## config.mk

```make
export PLATFORM = sky130hd
export DESIGN_NAME = eq_and_loop_through_config
export DESIGN_NICKNAME = d
export VERILOG_FILES = /design/src/pkg/eq_loop_pkg.sv /design/src/eq_and_loop_through_config.sv
export SDC_FILE = /design/constraint.sdc
export NUM_CORES = 1
export LEC_CHECK = 0
export BUFFER_PORTS_ARGS = -buffer_cell sky130_fd_sc_hd__buf_2
export CAP_MARGIN = 20
export CORE_MARGIN = 5
export CORE_UTILIZATION = 55
export CTS_BUF_LIST = sky130_fd_sc_hd__clkbuf_8
export DETAILED_ROUTE_END_ITERATION = 12
export GPL_TIMING_DRIVEN = 0
export MAX_ROUTING_LAYER = met4
export PLACE_DENSITY = 0.83
export RECOVER_POWER = 100
export SLEW_MARGIN = 25
export SYNTH_ARGS = -nofsm -noshare
export SYNTH_HDL_FRONTEND = slang
export SYNTH_SLANG_ARGS = --single-unit
```

## constraint.sdc

```tcl
create_clock -name pclk -period 4.1 [get_ports pclk]
set_input_delay 0.82 -clock pclk [delete_from_list [all_inputs] [get_ports pclk]]
set_output_delay 0.82 -clock pclk [all_outputs]
set_load 0.02 [all_outputs]
```

## src/pkg/eq_loop_pkg.sv

```systemverilog
// Purpose: Shared constants for the equalizer and loop-through configuration bank
// Assumes: APB byte addresses are four times the register index
// Notes: Indices 0x70 and 0x71 hold port targeting and block status
package eq_loop_pkg;

  localparam int ADDR_W = 12;
  localparam int DATA_W = 32;
  localparam int REG_W = 8;
  localparam int EQ_W = 6;
  localparam int LEVEL_W = 4;

  // Register indices; byte address is index times four
  localparam logic [7:0] IDX_EQ_MANUAL_OVERRIDE = 8'h44;
  localparam logic [7:0] IDX_EQ_FLOOR_CONFIG = 8'h45;
  localparam logic [7:0] IDX_MONITOR_SOURCE_SEL_A = 8'h52;
  localparam logic [7:0] IDX_MONITOR_DRIVER_CTL = 8'h56;
  localparam logic [7:0] IDX_MONITOR_SOURCE_SEL_B = 8'h57;
  localparam logic [7:0] IDX_MONITOR_TX_POWER = 8'h63;
  localparam logic [7:0] IDX_PORT_TARGET = 8'h70;
  localparam logic [7:0] IDX_BLOCK_STATUS = 8'h71;
  localparam logic [1:0] ADDR_LSB = 2'h2;

  // Reset values
  localparam logic [7:0] RST_EQ_MANUAL_OVERRIDE = 8'h60;
  localparam logic [7:0] RST_EQ_FLOOR_CONFIG = 8'h88;
  localparam logic [7:0] RST_MONITOR_SOURCE_SEL_A = 8'h00;
  localparam logic [7:0] RST_MONITOR_DRIVER_CTL = 8'h00;
  localparam logic [7:0] RST_MONITOR_SOURCE_SEL_B = 8'h00;
  localparam logic [7:0] RST_MONITOR_TX_POWER = 8'h00;
  localparam logic [7:0] RST_PORT_TARGET = 8'h00;

  // Field positions
  localparam int POS_EQ_AUTO_OFF = 0;
  localparam int POS_MANUAL_LOW_LSB = 1;
  localparam int POS_MANUAL_HIGH_LSB = 5;
  localparam int POS_START_LEVEL_LSB = 0;
  localparam int POS_MONITOR_SOURCE_BIT = 7;
  localparam int POS_MONITOR_SOURCE_CODE_LSB = 1;
  localparam int POS_MONITOR_DRIVER_ON = 3;
  localparam int POS_MONITOR_TX_SLEEP = 0;
  localparam int POS_SECOND_PORT_TARGET = 0;
  localparam int POS_STAT_AUTO_RUN = 0;
  localparam int POS_STAT_MONITOR_LIVE = 1;
  localparam int POS_STAT_SOURCE_MISMATCH = 2;
  localparam int POS_STAT_SECOND_SOURCE = 3;
  localparam int POS_STAT_TX_SLEEP = 4;

  // Monitor source codes
  localparam logic [1:0] CODE_FIRST_INPUT = 2'h1;
  localparam logic [1:0] CODE_SECOND_INPUT = 2'h2;

  typedef enum logic [1:0] {
    APB_IDLE = 2'b00,
    APB_ANSWER = 2'b01
  } apb_phase_e;

endpackage : eq_loop_pkg

```

## src/eq_and_loop_through_config.sv

```systemverilog
// Purpose: Equalizer and loop-through monitor configuration bank behind an APB slave
// Assumes: Recovered link data arrive on pclk; software keeps the two source selects agreed
// Notes: One wait state on every access; outputs are all registered
//
// Notes on behaviour
// When the override bit is 1 the automatic equalizer is stopped, when 0 it keeps running.
// Manual low bits 3-1 form equalizer setting bits 2-0, applied only while overridden.
// Manual high bits form equalizer setting bits 5-3, applied only while overridden.
// Each adaptation starts from the four-bit start level, which resets to 8h.
// Start-level writes go to the second port's copy while the second-port target is set.
// Source bit 7 at 0 sends first link input data to the monitor, at 1 the second.
// Source code 01 names the first link input and 10 the second.
// Software keeps the single source bit and the two-bit code naming the same port.
// The monitor driver is off after reset and runs only once enable bit 3 is set.
// Power-down bit 0 at 1 puts the monitor transmitter to sleep, at 0 keeps it powered.
// Software puts the monitor transmitter to sleep before starting the pattern generator.
// Read-write fields, reserved bits included, read back as written and reset as printed.
`timescale 1ns/10ps

module eq_and_loop_through_config #(
  parameter int LINK_W = 10
) (
  input wire logic pclk,
  input wire logic presetn,
  input wire logic [eq_loop_pkg::ADDR_W-1:0] paddr,
  input wire logic psel,
  input wire logic penable,
  input wire logic pwrite,
  input wire logic [eq_loop_pkg::DATA_W-1:0] pwdata,
  output logic [eq_loop_pkg::DATA_W-1:0] prdata,
  output logic pready,
  output logic pslverr,
  input wire logic [LINK_W-1:0] first_link_input,
  input wire logic [LINK_W-1:0] second_link_input,
  input wire logic adaptation_restart,
  output logic eq_auto_run,
  output logic eq_manual_apply,
  output logic [eq_loop_pkg::EQ_W-1:0] eq_manual_setting,
  output logic [eq_loop_pkg::LEVEL_W-1:0] first_port_start_level,
  output logic [eq_loop_pkg::LEVEL_W-1:0] second_port_start_level,
  output logic first_port_adapt_load,
  output logic second_port_adapt_load,
  output logic [LINK_W-1:0] loop_through_output,
  output logic monitor_driver_on,
  output logic monitor_tx_sleep
);

  localparam int REG_W = eq_loop_pkg::REG_W;
  localparam int DATA_W = eq_loop_pkg::DATA_W;
  // Split of the six-bit manual setting into its two three-bit halves
  localparam int LOW_W = 3;
  localparam int HIGH_W = 3;
  localparam int LOW_TOP = LOW_W - 1;
  localparam int HIGH_TOP = LOW_W + HIGH_W - 1;

  // Index match on an aligned word; low address bits must be zero
  function automatic logic reg_hit(input logic [eq_loop_pkg::ADDR_W-1:0] addr,
                                   input logic [7:0] idx);
    reg_hit = (addr[eq_loop_pkg::ADDR_LSB-1:0] == '0) &&
              (addr[eq_loop_pkg::ADDR_W-1:eq_loop_pkg::ADDR_LSB] ==
               {{(eq_loop_pkg::ADDR_W-eq_loop_pkg::ADDR_LSB-8){1'b0}}, idx});
  endfunction : reg_hit

  // True when the two-bit code is one of the two legal port codes
  function automatic logic code_legal(input logic [1:0] code);
    code_legal = (code == eq_loop_pkg::CODE_FIRST_INPUT) ||
                 (code == eq_loop_pkg::CODE_SECOND_INPUT);
  endfunction : code_legal

  eq_loop_pkg::apb_phase_e phase;
  logic [REG_W-1:0] eq_manual_override;
  logic [REG_W-1:0] eq_floor_first;
  logic [REG_W-1:0] eq_floor_second;
  logic [REG_W-1:0] monitor_source_sel_a;
  logic [REG_W-1:0] monitor_driver_ctl;
  logic [REG_W-1:0] monitor_source_sel_b;
  logic [REG_W-1:0] monitor_tx_power;
  logic [REG_W-1:0] port_target;
  logic [REG_W-1:0] block_status;
  logic [REG_W-1:0] next_rdata;
  logic next_err;
  logic mapped;
  logic write_now;
  logic eq_auto_off;
  logic second_port_target;
  logic monitor_source_bit;
  logic [1:0] monitor_source_code;
  logic source_agree;
  logic monitor_live;
  logic floor_write;
  logic hit_override;
  logic hit_source_a;
  logic hit_driver;
  logic hit_source_b;
  logic hit_tx_power;
  logic hit_port_target;

  // Write takes effect only at the edge where the access phase sees pready high
  assign write_now = psel && penable && pready && pwrite && mapped;

  assign eq_auto_off = eq_manual_override[eq_loop_pkg::POS_EQ_AUTO_OFF];
  assign second_port_target = port_target[eq_loop_pkg::POS_SECOND_PORT_TARGET];
  assign monitor_source_bit = monitor_source_sel_a[eq_loop_pkg::POS_MONITOR_SOURCE_BIT];
  assign monitor_source_code =
    monitor_source_sel_b[eq_loop_pkg::POS_MONITOR_SOURCE_CODE_LSB +: 2];
  // Bit and code must name the same port
  assign source_agree = code_legal(monitor_source_code) &&
    ((monitor_source_code == eq_loop_pkg::CODE_SECOND_INPUT) == monitor_source_bit);
  // Driver stays silent on a disagreeing selection rather than send the wrong port
  assign monitor_live = monitor_driver_ctl[eq_loop_pkg::POS_MONITOR_DRIVER_ON] &&
    !monitor_tx_power[eq_loop_pkg::POS_MONITOR_TX_SLEEP] && source_agree;
  assign floor_write = write_now && reg_hit(paddr, eq_loop_pkg::IDX_EQ_FLOOR_CONFIG);

  // Write decode, one match per stored register
  assign hit_override = reg_hit(paddr, eq_loop_pkg::IDX_EQ_MANUAL_OVERRIDE);
  assign hit_source_a = reg_hit(paddr, eq_loop_pkg::IDX_MONITOR_SOURCE_SEL_A);
  assign hit_driver = reg_hit(paddr, eq_loop_pkg::IDX_MONITOR_DRIVER_CTL);
  assign hit_source_b = reg_hit(paddr, eq_loop_pkg::IDX_MONITOR_SOURCE_SEL_B);
  assign hit_tx_power = reg_hit(paddr, eq_loop_pkg::IDX_MONITOR_TX_POWER);
  assign hit_port_target = reg_hit(paddr, eq_loop_pkg::IDX_PORT_TARGET);

  always_comb begin
    block_status = '0;
    block_status[eq_loop_pkg::POS_STAT_AUTO_RUN] = !eq_auto_off;
    block_status[eq_loop_pkg::POS_STAT_MONITOR_LIVE] = monitor_live;
    block_status[eq_loop_pkg::POS_STAT_SOURCE_MISMATCH] = !source_agree;
    block_status[eq_loop_pkg::POS_STAT_SECOND_SOURCE] = monitor_source_bit;
    block_status[eq_loop_pkg::POS_STAT_TX_SLEEP] =
      monitor_tx_power[eq_loop_pkg::POS_MONITOR_TX_SLEEP];
  end

  // Address decode and read mux
  always_comb begin
    mapped = 1'b1;
    next_rdata = '0;
    if (reg_hit(paddr, eq_loop_pkg::IDX_EQ_MANUAL_OVERRIDE)) begin
      next_rdata = eq_manual_override;
    end else if (reg_hit(paddr, eq_loop_pkg::IDX_EQ_FLOOR_CONFIG)) begin
      next_rdata = second_port_target ? eq_floor_second : eq_floor_first;
    end else if (reg_hit(paddr, eq_loop_pkg::IDX_MONITOR_SOURCE_SEL_A)) begin
      next_rdata = monitor_source_sel_a;
    end else if (reg_hit(paddr, eq_loop_pkg::IDX_MONITOR_DRIVER_CTL)) begin
      next_rdata = monitor_driver_ctl;
    end else if (reg_hit(paddr, eq_loop_pkg::IDX_MONITOR_SOURCE_SEL_B)) begin
      next_rdata = monitor_source_sel_b;
    end else if (reg_hit(paddr, eq_loop_pkg::IDX_MONITOR_TX_POWER)) begin
      next_rdata = monitor_tx_power;
    end else if (reg_hit(paddr, eq_loop_pkg::IDX_PORT_TARGET)) begin
      next_rdata = port_target;
    end else if (reg_hit(paddr, eq_loop_pkg::IDX_BLOCK_STATUS)) begin
      next_rdata = block_status;
    end else begin
      mapped = 1'b0;
    end
  end

  // Status is read-only; writing it is refused like an unmapped address
  always_comb begin
    next_err = !mapped || (pwrite && reg_hit(paddr, eq_loop_pkg::IDX_BLOCK_STATUS));
  end

  // APB handshake: one wait state, answer registered
  always_ff @(posedge pclk or negedge presetn) begin
    if (!presetn) begin
      phase <= eq_loop_pkg::APB_IDLE;
      pready <= 1'b0;
      pslverr <= 1'b0;
      prdata <= '0;
    end else begin
      unique case (phase)
        eq_loop_pkg::APB_IDLE: begin
          pready <= 1'b0;
          pslverr <= 1'b0;
          if (psel && penable) begin
            phase <= eq_loop_pkg::APB_ANSWER;
            pready <= 1'b1;
            pslverr <= next_err;
            prdata <= pwrite ? '0 : {{(DATA_W-REG_W){1'b0}}, next_rdata};
          end
        end
        eq_loop_pkg::APB_ANSWER: begin
          phase <= eq_loop_pkg::APB_IDLE;
          pready <= 1'b0;
          pslverr <= 1'b0;
        end
        default: begin
          phase <= eq_loop_pkg::APB_IDLE;
          pready <= 1'b0;
          pslverr <= 1'b0;
        end
      endcase
    end
  end

  // Register storage, one process per register; whole byte kept so reserved bits read back
  always_ff @(posedge pclk or negedge presetn) begin
    if (!presetn) begin
      eq_manual_override <= eq_loop_pkg::RST_EQ_MANUAL_OVERRIDE;
    end else if (write_now && hit_override) begin
      eq_manual_override <= pwdata[REG_W-1:0];
    end
  end

  always_ff @(posedge pclk or negedge presetn) begin
    if (!presetn) begin
      monitor_source_sel_a <= eq_loop_pkg::RST_MONITOR_SOURCE_SEL_A;
    end else if (write_now && hit_source_a) begin
      monitor_source_sel_a <= pwdata[REG_W-1:0];
    end
  end

  always_ff @(posedge pclk or negedge presetn) begin
    if (!presetn) begin
      monitor_driver_ctl <= eq_loop_pkg::RST_MONITOR_DRIVER_CTL;
    end else if (write_now && hit_driver) begin
      monitor_driver_ctl <= pwdata[REG_W-1:0];
    end
  end

  always_ff @(posedge pclk or negedge presetn) begin
    if (!presetn) begin
      monitor_source_sel_b <= eq_loop_pkg::RST_MONITOR_SOURCE_SEL_B;
    end else if (write_now && hit_source_b) begin
      monitor_source_sel_b <= pwdata[REG_W-1:0];
    end
  end

  always_ff @(posedge pclk or negedge presetn) begin
    if (!presetn) begin
      monitor_tx_power <= eq_loop_pkg::RST_MONITOR_TX_POWER;
    end else if (write_now && hit_tx_power) begin
      monitor_tx_power <= pwdata[REG_W-1:0];
    end
  end

  always_ff @(posedge pclk or negedge presetn) begin
    if (!presetn) begin
      port_target <= eq_loop_pkg::RST_PORT_TARGET;
    end else if (write_now && hit_port_target) begin
      port_target <= pwdata[REG_W-1:0];
    end
  end

  // Start level has one copy per link port; the target bit steers the write
  always_ff @(posedge pclk or negedge presetn) begin
    if (!presetn) begin
      eq_floor_first <= eq_loop_pkg::RST_EQ_FLOOR_CONFIG;
      eq_floor_second <= eq_loop_pkg::RST_EQ_FLOOR_CONFIG;
    end else if (floor_write) begin
      if (second_port_target) begin
        eq_floor_second <= pwdata[REG_W-1:0];
      end else begin
        eq_floor_first <= pwdata[REG_W-1:0];
      end
    end
  end

  // Equalizer mode toward the link receivers
  always_ff @(posedge pclk or negedge presetn) begin
    if (!presetn) begin
      eq_auto_run <= 1'b0;
      eq_manual_apply <= 1'b0;
    end else begin
      eq_auto_run <= !eq_auto_off;
      eq_manual_apply <= eq_auto_off;
    end
  end

  // Manual setting, low half from bits 3-1 and high half from bits 7-5
  always_ff @(posedge pclk or negedge presetn) begin
    if (!presetn) begin
      eq_manual_setting <= '0;
    end else if (eq_auto_off) begin
      eq_manual_setting[LOW_TOP:0] <=
        eq_manual_override[eq_loop_pkg::POS_MANUAL_LOW_LSB +: LOW_W];
      eq_manual_setting[HIGH_TOP:LOW_W] <=
        eq_manual_override[eq_loop_pkg::POS_MANUAL_HIGH_LSB +: HIGH_W];
    end else begin
      // Zero while adapting so a stale manual value never leaks to the receiver
      eq_manual_setting <= '0;
    end
  end

  // Adaptation start levels; a load pulse marks each new adaptation start
  always_ff @(posedge pclk or negedge presetn) begin
    if (!presetn) begin
      first_port_start_level <= '0;
      second_port_start_level <= '0;
      first_port_adapt_load <= 1'b0;
      second_port_adapt_load <= 1'b0;
    end else begin
      first_port_start_level <=
        eq_floor_first[eq_loop_pkg::POS_START_LEVEL_LSB +: eq_loop_pkg::LEVEL_W];
      second_port_start_level <=
        eq_floor_second[eq_loop_pkg::POS_START_LEVEL_LSB +: eq_loop_pkg::LEVEL_W];
      first_port_adapt_load <= !eq_auto_off &&
        (adaptation_restart || (floor_write && !second_port_target));
      second_port_adapt_load <= !eq_auto_off &&
        (adaptation_restart || (floor_write && second_port_target));
    end
  end

  // Loop-through monitor path
  always_ff @(posedge pclk or negedge presetn) begin
    if (!presetn) begin
      monitor_tx_sleep <= 1'b0;
    end else begin
      monitor_tx_sleep <= monitor_tx_power[eq_loop_pkg::POS_MONITOR_TX_SLEEP];
    end
  end

  always_ff @(posedge pclk or negedge presetn) begin
    if (!presetn) begin
      monitor_driver_on <= 1'b0;
    end else begin
      monitor_driver_on <= monitor_live;
    end
  end

  // Muted rather than stale data while the monitor is not live
  always_ff @(posedge pclk or negedge presetn) begin
    if (!presetn) begin
      loop_through_output <= '0;
    end else if (!monitor_live) begin
      loop_through_output <= '0;
    end else if (monitor_source_code == eq_loop_pkg::CODE_SECOND_INPUT) begin
      loop_through_output <= second_link_input;
    end else begin
      loop_through_output <= monitor_source_bit ? second_link_input : first_link_input;
    end
  end

endmodule : eq_and_loop_through_config

```

==> results of run 1 <==
[layer usage]
metal,part of all wire,up-vias,routed length [um]
met5,0,-,0
met4,0.028,0,335
met3,0.082,32,971
met2,0.48,184,5630
met1,0.41,1817,4910
li1,-,1704,-
[through the flow]
step	hold WS, ps	power (W)	worst slack [ps]	cells	cell area (sq um)
after floorplan	368	0.00114	1840	448	5100
after global placement	384	0.00121	1210	640	5650
after detailed placement	385	0.00121	1370	641	5690
after CTS	316	0.00187	1740	657	5900
after global routing	432	0.00193	925	657	5750
final	410	0.00186	1050	657	5750
[where the power goes]
part           switching, W  total [W]  internal (W)  leakage [nW]
sequential       0.00000179    0.00104       0.00104          1.41
clock              0.000364   0.000670      0.000307         0.107
combinational     0.0000985   0.000150     0.0000511          1.26
total              0.000464    0.00186       0.00140          2.77
[how the worst max path moves through the flow]
stage / cells past startpoint / endpoint / slack (ps)
floorplan: 4 / monitor_source_sel_b[0]$_DFFE_PN0P_ / 1840
detailed placement: 6 / monitor_tx_power[7]$_DFFE_PN0P_ / 1370
global placement: 1 / monitor_source_sel_b[5]$_DFFE_PN0P_ / 1210
CTS: 5 / eq_floor_first[4]$_DFFE_PN0P_ / 1740
finish: 6 / monitor_source_sel_a[3]$_DFFE_PN0P_ / 1050
global route: 5 / eq_floor_first[4]$_DFFE_PN0P_ / 920
[layout make-up]
type	instances	share of cell area
Buffer	40	0.0450
Clock buffer	10	0.0239
Clock inverter	6	0.0128
Inverter	12	0.00783
Multi-Input combinational cell	291	0.361
Sequential cell	105	0.458
Tap cell	108	0.0235
Timing Repair Buffer	85	0.0681
[cell usage after synthesis (3+ instances only)]
cell	instances
sky130_fd_sc_hd__nand3b_1	3
sky130_fd_sc_hd__buf_2	4
sky130_fd_sc_hd__nor3_4	3
sky130_fd_sc_hd__nor2b_1	3
sky130_fd_sc_hd__nand4_1	3
sky130_fd_sc_hd__inv_1	12
sky130_fd_sc_hd__a21oi_1	18
sky130_fd_sc_hd__mux2i_1	12
sky130_fd_sc_hd__a21o_1	4
sky130_fd_sc_hd__nand4_2	3
sky130_fd_sc_hd__a211oi_1	4
sky130_fd_sc_hd__and2_1	6
sky130_fd_sc_hd__buf_6	3
sky130_fd_sc_hd__o211ai_1	4
sky130_fd_sc_hd__a22oi_1	6
sky130_fd_sc_hd__buf_4	25
sky130_fd_sc_hd__dfstp_2	6
sky130_fd_sc_hd__nand3_1	11
sky130_fd_sc_hd__o22ai_1	5
sky130_fd_sc_hd__nor4_4	3
sky130_fd_sc_hd__nor2_1	13
sky130_fd_sc_hd__mux2_2	61
sky130_fd_sc_hd__dfrtp_1	99
sky130_fd_sc_hd__nor3_1	3
sky130_fd_sc_hd__clkbuf_1	7
sky130_fd_sc_hd__nand2_1	47
sky130_fd_sc_hd__o21ai_0	17
[worst max-delay path, delay by kind of cell]
kind                   cells  cell delay (ps)
AND/OR/NAND/NOR            3             1540
multiplexers               1              430
buffers and inverters      2              520
[layout by cell type, fill, tap and decap left out, types with 6 or more instances in the layout]
| master | count |
|---|---|
| sky130_fd_sc_hd__dfrtp_1 | 99 |
| sky130_fd_sc_hd__mux2_2 | 60 |
| sky130_fd_sc_hd__clkbuf_1 | 56 |
| sky130_fd_sc_hd__nand2_1 | 48 |
| sky130_fd_sc_hd__buf_2 | 42 |
| sky130_fd_sc_hd__buf_4 | 24 |
| sky130_fd_sc_hd__conb_1 | 24 |
| sky130_fd_sc_hd__a21oi_1 | 18 |
| sky130_fd_sc_hd__o21ai_0 | 17 |
| sky130_fd_sc_hd__nor2_1 | 13 |
| sky130_fd_sc_hd__inv_1 | 12 |
| sky130_fd_sc_hd__nand3_1 | 12 |
| sky130_fd_sc_hd__mux2i_1 | 12 |
| sky130_fd_sc_hd__clkbuf_8 | 10 |
| sky130_fd_sc_hd__a22oi_1 | 6 |
[cells by family (layout without fill, tap and decap cells)]
kind of cell | after synthesis | after routing | share of synthesized area
mux | 73 | 73 | 0.161
buf+inv | 52 | 153 | 0.0652
fa+ha+maj | 1 | 1 | 0.00250
flops | 105 | 105 | 0.526
xor+xnor | 1 | 1 | 0.00175
other cells | 1 | 24 | 0.000749
compound gates | 71 | 71 | 0.0907
simple gates | 121 | 121 | 0.152
==> impl_metrics.xml, run 1 <==
<?xml version="1.0" encoding="UTF-8"?>
<metrics>
  <group name="grt">
    <metric name="global_route_wire_length_before_repair" unit="mm">19.2</metric>
    <metric name="grt_antenna_before_repair" unit="">0</metric>
    <metric name="grt_remaining_overflow" unit="">0</metric>
    <metric name="global_route.peak_usage_layer" unit="">met2</metric>
    <metric name="first_global_vias" unit="">3834</metric>
    <metric name="grt.total_usage" unit="">0.223</metric>
    <metric name="globalRouteMet2Util" unit="">0.346</metric>
    <metric name="globalRouteMet3Util" unit="">0.0440</metric>
    <metric name="globalRouteMet1Util" unit="">0.285</metric>
    <metric name="largest_net_degree_at_the_start_of_global_routing" unit="">74</metric>
  </group>
  <group name="synthesis">
    <metric name="seq_area_frac_synth" unit="">0.526</metric>
    <metric name="synth_top_flop_cell" unit="">sky130_fd_sc_hd__dfrtp_1</metric>
    <metric name="synthTopCellsByArea" unit="">sky130_fd_sc_hd__dfrtp_1 49%, sky130_fd_sc_hd__mux2_2 14%, sky130_fd_sc_hd__buf_4 3.7%</metric>
    <metric name="number_of_synthesized_flops_with_an_enable_pin" unit="">0</metric>
    <metric name="synth_warnings" unit="">0</metric>
    <metric name="syn_area" unit="sq um">5010</metric>
    <metric name="post_synth.cell_area_avg" unit="sq um">11.8</metric>
    <metric name="synthDominantAreaCellType" unit="">sky130_fd_sc_hd__dfrtp_1</metric>
    <metric name="async_reset_ff_frac" unit="">1.00</metric>
    <metric name="ys_types" unit="">58</metric>
    <metric name="post-synth-top-area-fraction" unit="">0.495</metric>
    <metric name="syn_inst" unit="">425</metric>
    <metric name="yosys_register_bits" unit="">105</metric>
  </group>
  <group name="floorplanning">
    <metric name="height_of_the_die" unit="um">105</metric>
    <metric name="core-area" unit="sq um">8810</metric>
    <metric name="floorplan.initialDensity" unit="">0.569</metric>
    <metric name="fp.dieArea" unit="sq um">11100</metric>
    <metric name="io-pin-count" unit="">134</metric>
    <metric name="die_width" unit="um">105</metric>
    <metric name="row_count" unit="">34</metric>
  </group>
  <group name="clocking">
    <metric name="cts.repair_timing.setup_buffer_count" unit="">0</metric>
    <metric name="clock_buffers_created_by_tritoncts" unit="">9</metric>
    <metric name="tritoncts" unit="">yes</metric>
    <metric name="clock-root-buffer" unit="">sky130_fd_sc_hd__clkbuf_8</metric>
    <metric name="cts-htree-levels" unit="">3</metric>
    <metric name="clk_pin_slew" unit="ps">110</metric>
    <metric name="clk_latency" unit="ps">380</metric>
    <metric name="max-clock-path-buffers" unit="">2</metric>
    <metric name="numClockSinks" unit="">105</metric>
    <metric name="cts_hold_buf" unit="">0</metric>
    <metric name="postCtsResizedCells" unit="">0</metric>
  </group>
  <group name="run_status">
    <metric name="violations_in_the_final_reports" unit="">max-capacitance violations, max-slew violations</metric>
    <metric name="run_status" unit="">finished with violations</metric>
  </group>
  <group name="sta">
    <metric name="period_needed" unit="ps">3050</metric>
    <metric name="worst-slew-pin-transition" unit="ps">1800</metric>
    <metric name="report.final.slew_viol_count" unit="">33</metric>
    <metric name="timing.final.setup_violations" unit="">0</metric>
    <metric name="setup_tns" unit="ps">0</metric>
    <metric name="maxClockFrequency" unit="MHz">328</metric>
    <metric name="timing_hold_violations_final" unit="">0</metric>
    <metric name="finClkSkew" unit="ps">13.1</metric>
    <metric name="timing.final.crit_share" unit="">0.744</metric>
    <metric name="rsz_0062_raised_after_global_routing" unit="">false</metric>
    <metric name="relSlewSlack" unit="">-0.199</metric>
  </group>
  <group name="critical_path">
    <metric name="crit_type" unit="">in2reg</metric>
    <metric name="crit_path_cell_trace" unit="">clkbuf_1, clkbuf_1, nor2b_1, nand3b_1, nor3_1, mux2_2</metric>
    <metric name="critical_path.reg2reg.startpoint" unit="">pready$_DFF_PN0_</metric>
    <metric name="r2r.worst_path.cells" unit="">3</metric>
    <metric name="cp.arrival" unit="ps">3310</metric>
    <metric name="timing.critical_path.from" unit="">paddr[3]</metric>
    <metric name="top_fanout_value_on_the_critical_path" unit="">10</metric>
    <metric name="timing.critical_path.slowest_stage_cell" unit="">sky130_fd_sc_hd__nor3_1</metric>
    <metric name="path_common_cell" unit="">sky130_fd_sc_hd__clkbuf_1</metric>
    <metric name="crit_path_end_kind" unit="">register</metric>
    <metric name="worst-r2r-setup-slack" unit="ps">1730</metric>
    <metric name="required" unit="ps">4360</metric>
    <metric name="max_stage_delay" unit="ps">1010</metric>
    <metric name="reg_to_reg_end" unit="">eq_floor_first[4]$_DFFE_PN0P_</metric>
    <metric name="worstSetupStartpointType" unit="">primary input</metric>
  </group>
  <group name="place">
    <metric name="gpl.final_weighted_congestion" unit="">0.898</metric>
    <metric name="post-dp-hpwl" unit="mm">8.64</metric>
    <metric name="port_buffers" unit="">84</metric>
  </group>
  <group name="final_layout">
    <metric name="diodes" unit="">0</metric>
    <metric name="largest-register" unit="">loop_through_output</metric>
    <metric name="regArea" unit="sq um">2640</metric>
    <metric name="layout.filler_cells" unit="">697</metric>
    <metric name="multiInputGateArea" unit="sq um">2080</metric>
    <metric name="post_route_cells_drive_above_1_share" unit="">0.299</metric>
    <metric name="final_util" unit="">0.653</metric>
    <metric name="fin_nets" unit="">615</metric>
    <metric name="areaGrowthSynthToFinish" unit="%">14.9</metric>
    <metric name="largest_reg_flops" unit="">10</metric>
  </group>
  <group name="power_and_ir_drop">
    <metric name="cellLeakagePower" unit="nW">2.77</metric>
    <metric name="power_density" unit="nW/um^2">323</metric>
    <metric name="ir_drop" unit="mV">0.137</metric>
  </group>
  <group name="routing">
    <metric name="vias_per_cell" unit="">5.69</metric>
    <metric name="drt_first_pass_iters" unit="">5</metric>
    <metric name="num_vias" unit="">3737</metric>
    <metric name="antenna_violating_nets_post_route" unit="">0</metric>
    <metric name="route.final.wire_length" unit="mm">11.8</metric>
    <metric name="drt_iter0_markers" unit="">198</metric>
    <metric name="route.detailed.wl_per_inst" unit="um">18.0</metric>
    <metric name="drc" unit="">0</metric>
  </group>
  <group name="min_path">
    <metric name="worstHoldPathType" unit="">reg2reg</metric>
    <metric name="worstHoldStart" unit="">eq_floor_second[1]$_DFFE_PN0P_</metric>
    <metric name="whs_path_depth" unit="">0</metric>
    <metric name="whs_endpoint" unit="">second_port_start_level[1]$_DFF_PN0_</metric>
  </group>
  <group name="job">
    <metric name="drv.max_cap_violation_count" unit="">1</metric>
  </group>
</metrics>
(Power assumes the default switching activity.)
==> inputs of run 2 (changes only) <==
--- a/config.mk
+++ b/config.mk
@@ -8,12 +8,12 @@
 export BUFFER_PORTS_ARGS = -buffer_cell sky130_fd_sc_hd__buf_2
 export CAP_MARGIN = 20
 export CORE_MARGIN = 5
-export CORE_UTILIZATION = 55
+export CORE_UTILIZATION = 49
 export CTS_BUF_LIST = sky130_fd_sc_hd__clkbuf_8
 export DETAILED_ROUTE_END_ITERATION = 12
 export GPL_TIMING_DRIVEN = 0
 export MAX_ROUTING_LAYER = met4
-export PLACE_DENSITY = 0.83
+export PLACE_DENSITY = 0.78
 export RECOVER_POWER = 100
 export SLEW_MARGIN = 25
 export SYNTH_ARGS = -nofsm -noshare
==> constraint.sdc (replaced) <==
create_clock -name pclk -period 2.52 [get_ports pclk]
set_input_delay 0.504 -clock pclk [delete_from_list [all_inputs] [get_ports pclk]]
set_output_delay 0.504 -clock pclk [all_outputs]
set_load 0.02 [all_outputs]
==> run 2 against run 1 <==
Non-clock buffer count is the same. First-iteration DRC count increased by 7.6%. Register-to-register slack lost 1300 ps. The run still ends with max-capacitance violations, max-slew violations left. Routed wire length down 4.2%. Final cell count increased by 4.3%. Global-route usage is 3.8 points lower. Clock power is 57% higher. Power is 61% higher. Clock skew down 3.2 ps. Via count down 3.0%. Largest cell class unchanged. Highest routed layer unchanged. Die area up 11%.
==> impl_metrics.xml, run 2 (synthesis gave the netlist of run 1 again) <==
<?xml version="1.0" encoding="UTF-8"?>
<metrics>
  <group name="critical_path">
    <metric name="cp.arrival" unit="ps">2510</metric>
    <metric name="crit_path_cell_trace" unit="">buf_2, nor4b_2, nand4_2, buf_6, nor2_1, nand2_2, mux2_2</metric>
    <metric name="worstSetupStartpointType" unit="">primary input</metric>
    <metric name="crit_type" unit="">in2reg</metric>
    <metric name="required" unit="ps">2770</metric>
    <metric name="max_stage_delay" unit="ps">650</metric>
    <metric name="top_fanout_value_on_the_critical_path" unit="">10</metric>
    <metric name="timing.critical_path.slowest_stage_cell" unit="">sky130_fd_sc_hd__nor4b_2</metric>
    <metric name="crit_path_end_kind" unit="">register</metric>
  </group>
  <group name="power_and_ir_drop">
    <metric name="power_density" unit="nW/um^2">513</metric>
    <metric name="combinationalPowerShare" unit="">0.081</metric>
    <metric name="cellLeakagePower" unit="nW">2.79</metric>
    <metric name="net-switching-power" unit="W">0.000741</metric>
    <metric name="power_report.internal_total" unit="W">0.00224</metric>
    <metric name="power_frac_seq" unit="">0.567</metric>
    <metric name="clock_power_share" unit="">0.352</metric>
    <metric name="netSwitchingFraction" unit="">0.248</metric>
    <metric name="total_power" unit="W">0.00299</metric>
    <metric name="ir_drop" unit="mV">0.329</metric>
  </group>
  <group name="clocking">
    <metric name="clock_buffers_created_by_tritoncts" unit="">9</metric>
    <metric name="postCtsResizedCells" unit="">0</metric>
    <metric name="cts_hold_buf" unit="">0</metric>
    <metric name="cts.repair_timing.setup_buffer_count" unit="">0</metric>
    <metric name="tritoncts" unit="">yes</metric>
    <metric name="clk_latency" unit="ps">360</metric>
    <metric name="max-clock-path-buffers" unit="">2</metric>
    <metric name="clock-root-buffer" unit="">sky130_fd_sc_hd__clkbuf_8</metric>
    <metric name="numClockSinks" unit="">105</metric>
    <metric name="cts-htree-levels" unit="">3</metric>
    <metric name="clk_pin_slew" unit="ps">100</metric>
  </group>
  <group name="sta">
    <metric name="least_setup_slack_across_all_paths_after_layout" unit="ps">264</metric>
    <metric name="report.final.slew_viol_count" unit="">43</metric>
    <metric name="relSlewSlack" unit="">-0.249</metric>
    <metric name="period_needed" unit="ps">2260</metric>
    <metric name="maxClockFrequency" unit="MHz">443</metric>
    <metric name="timing.final.setup_violations" unit="">0</metric>
    <metric name="timing_hold_violations_final" unit="">0</metric>
    <metric name="rsz_0062_raised_after_global_routing" unit="">false</metric>
    <metric name="timing.final.crit_share" unit="">0.895</metric>
    <metric name="worst-slew-pin-transition" unit="ps">1870</metric>
    <metric name="finClkSkew" unit="ps">9.91</metric>
  </group>
  <group name="place">
    <metric name="dp.cells" unit="">669</metric>
    <metric name="place_area" unit="sq um">5720</metric>
    <metric name="detailedPlace.worstSlack" unit="ps">114</metric>
    <metric name="gpl.final_weighted_congestion" unit="">0.901</metric>
    <metric name="port_buffers" unit="">84</metric>
    <metric name="post-dp-hpwl" unit="mm">8.57</metric>
  </group>
  <group name="routing">
    <metric name="antenna_violating_nets_post_route" unit="">0</metric>
    <metric name="route.detailed.wl_per_inst" unit="um">16.6</metric>
    <metric name="route.final.wire_length" unit="mm">11.3</metric>
    <metric name="drc" unit="">0</metric>
    <metric name="vias_per_cell" unit="">5.29</metric>
    <metric name="drt_first_pass_iters" unit="">6</metric>
    <metric name="drt_iter0_markers" unit="">213</metric>
    <metric name="num_vias" unit="">3625</metric>
  </group>
  <group name="grt">
    <metric name="global_route_wire_length_before_repair" unit="mm">17.9</metric>
    <metric name="grt.total_usage" unit="">0.185</metric>
    <metric name="first_global_vias" unit="">3624</metric>
    <metric name="grt_antenna_before_repair" unit="">0</metric>
    <metric name="largest_net_degree_at_the_start_of_global_routing" unit="">64</metric>
    <metric name="grt_remaining_overflow" unit="">0</metric>
  </group>
  <group name="job">
    <metric name="drv.max_cap_violation_count" unit="">1</metric>
  </group>
  <group name="final_layout">
    <metric name="fin_nets" unit="">615</metric>
    <metric name="final_cell_area" unit="sq um">5820</metric>
    <metric name="final_cell_mix" unit="">99 x sky130_fd_sc_hd__dfrtp_1, 61 x sky130_fd_sc_hd__mux2_2, 50 x sky130_fd_sc_hd__clkbuf_1, 48 x sky130_fd_sc_hd__nand2_1, 44 x sky130_fd_sc_hd__buf_2</metric>
    <metric name="layout_commonest_cell" unit="">sky130_fd_sc_hd__dfrtp_1</metric>
    <metric name="final_standard_cell_count_with_taps_included_and_fillers_excluded" unit="">685</metric>
    <metric name="largest-register" unit="">loop_through_output</metric>
    <metric name="diodes" unit="">0</metric>
    <metric name="largest_reg_flops" unit="">10</metric>
    <metric name="post_route_cells_drive_above_1_share" unit="">0.313</metric>
    <metric name="areaGrowthSynthToFinish" unit="%">16.2</metric>
    <metric name="layout.filler_cells" unit="">893</metric>
  </group>
  <group name="floorplanning">
    <metric name="row_count" unit="">37</metric>
    <metric name="io-pin-count" unit="">134</metric>
    <metric name="die_width" unit="um">111</metric>
    <metric name="height_of_the_die" unit="um">111</metric>
    <metric name="fp.dieArea" unit="sq um">12300</metric>
    <metric name="core-area" unit="sq um">10100</metric>
    <metric name="floorplan.initialDensity" unit="">0.494</metric>
  </group>
  <group name="run_status">
    <metric name="violations_in_the_final_reports" unit="">max-capacitance violations, max-slew violations</metric>
    <metric name="run_status" unit="">finished with violations</metric>
  </group>
  <group name="min_path">
    <metric name="worstHoldPathType" unit="">in2reg</metric>
  </group>
</metrics>
==> run 2: changes by cell type in the layout (fill, tap and decap cells not counted), sizes merged <==
cell / before / now
buf: 69 / 73
clkbuf: 66 / 60
clkinv: 3 / 2
clkinvlp: 0 / 1
dlygate4sd2: 0 / 1
inv: 14 / 15
==> run 2: final timing paths <==
path | start | end | slack [ps] | depth (start not counted)
worst max register to register | monitor_source_sel_b[1]$_DFFE_PN0P_ | prdata[1]$_DFFE_PN0P_ | 410 | 7
worst min register to register | eq_floor_second[0]$_DFFE_PN0P_ | second_port_start_level[0]$_DFF_PN0_ | 410 | 0
min in group asynchronous | presetn | first_port_adapt_load$_DFF_PN0_ | 780 | 1
max in group asynchronous | presetn | monitor_source_sel_a[6]$_DFFE_PN0P_ | 660 | 1
worst max-delay path | paddr[6] | eq_floor_second[4]$_DFFE_PN0P_ | 260 | 7
worst min-delay path | first_link_input[4] | loop_through_output[4]$_DFF_PN0_ | 360 | 3
==> run 2: layer usage <==
metal / vias to the layer above / track usage / routed length, um / share of wire
li1: 1708 / - / - / -
met1: 1751 / 0.226 / 4710 / 0.42
met2: 146 / 0.302 / 5540 / 0.49
met3: 20 / 0.0453 / 855 / 0.075
met4: 0 / 0.0624 / 239 / 0.021
met5: - / - / 0 / 0
==> run 2: power groups by stage <==
stage | logic (W) | clock network (W) | registers, W
CTS | 0.000248 | 0.00107 | 0.00169
global placement | 0.000236 | 0 | 0.00172
finish | 0.000243 | 0.00105 | 0.00169
global route | 0.000267 | 0.00114 | 0.00169
floorplan | 0.000123 | 0 | 0.00173
detailed placement | 0.000247 | 0 | 0.00172
==> run 2: final cells by class <==
class	instances	area [sq um]	area share
buffer	40	280	0.0481
clock buffer	9	124	0.0213
clock inverter	7	78.8	0.0135
inverter	12	45.0	0.00774
multi-input combinational	291	2090	0.359
sequential	105	2640	0.453
tap	136	170	0.0292
timing repair buffer	85	399	0.0686
==> run 2: worst max-delay path: cells and delay by family <==
kind,cells,cell delay [ps]
and+or+nand+nor,4,1300
buffers and inverters,2,380
muxes,1,320
==> run 2: metrics by stage <==
step	hold slack (ps)	TNS, ps	utilization
2_1_floorplan	208	0	-
3_3_place_gp	381	-5300	0.561
3_5_place_dp	392	0	0.564
4_1_cts	35.9	0	0.584
5_1_grt	368	0	0.574
6_report	362	0	0.574
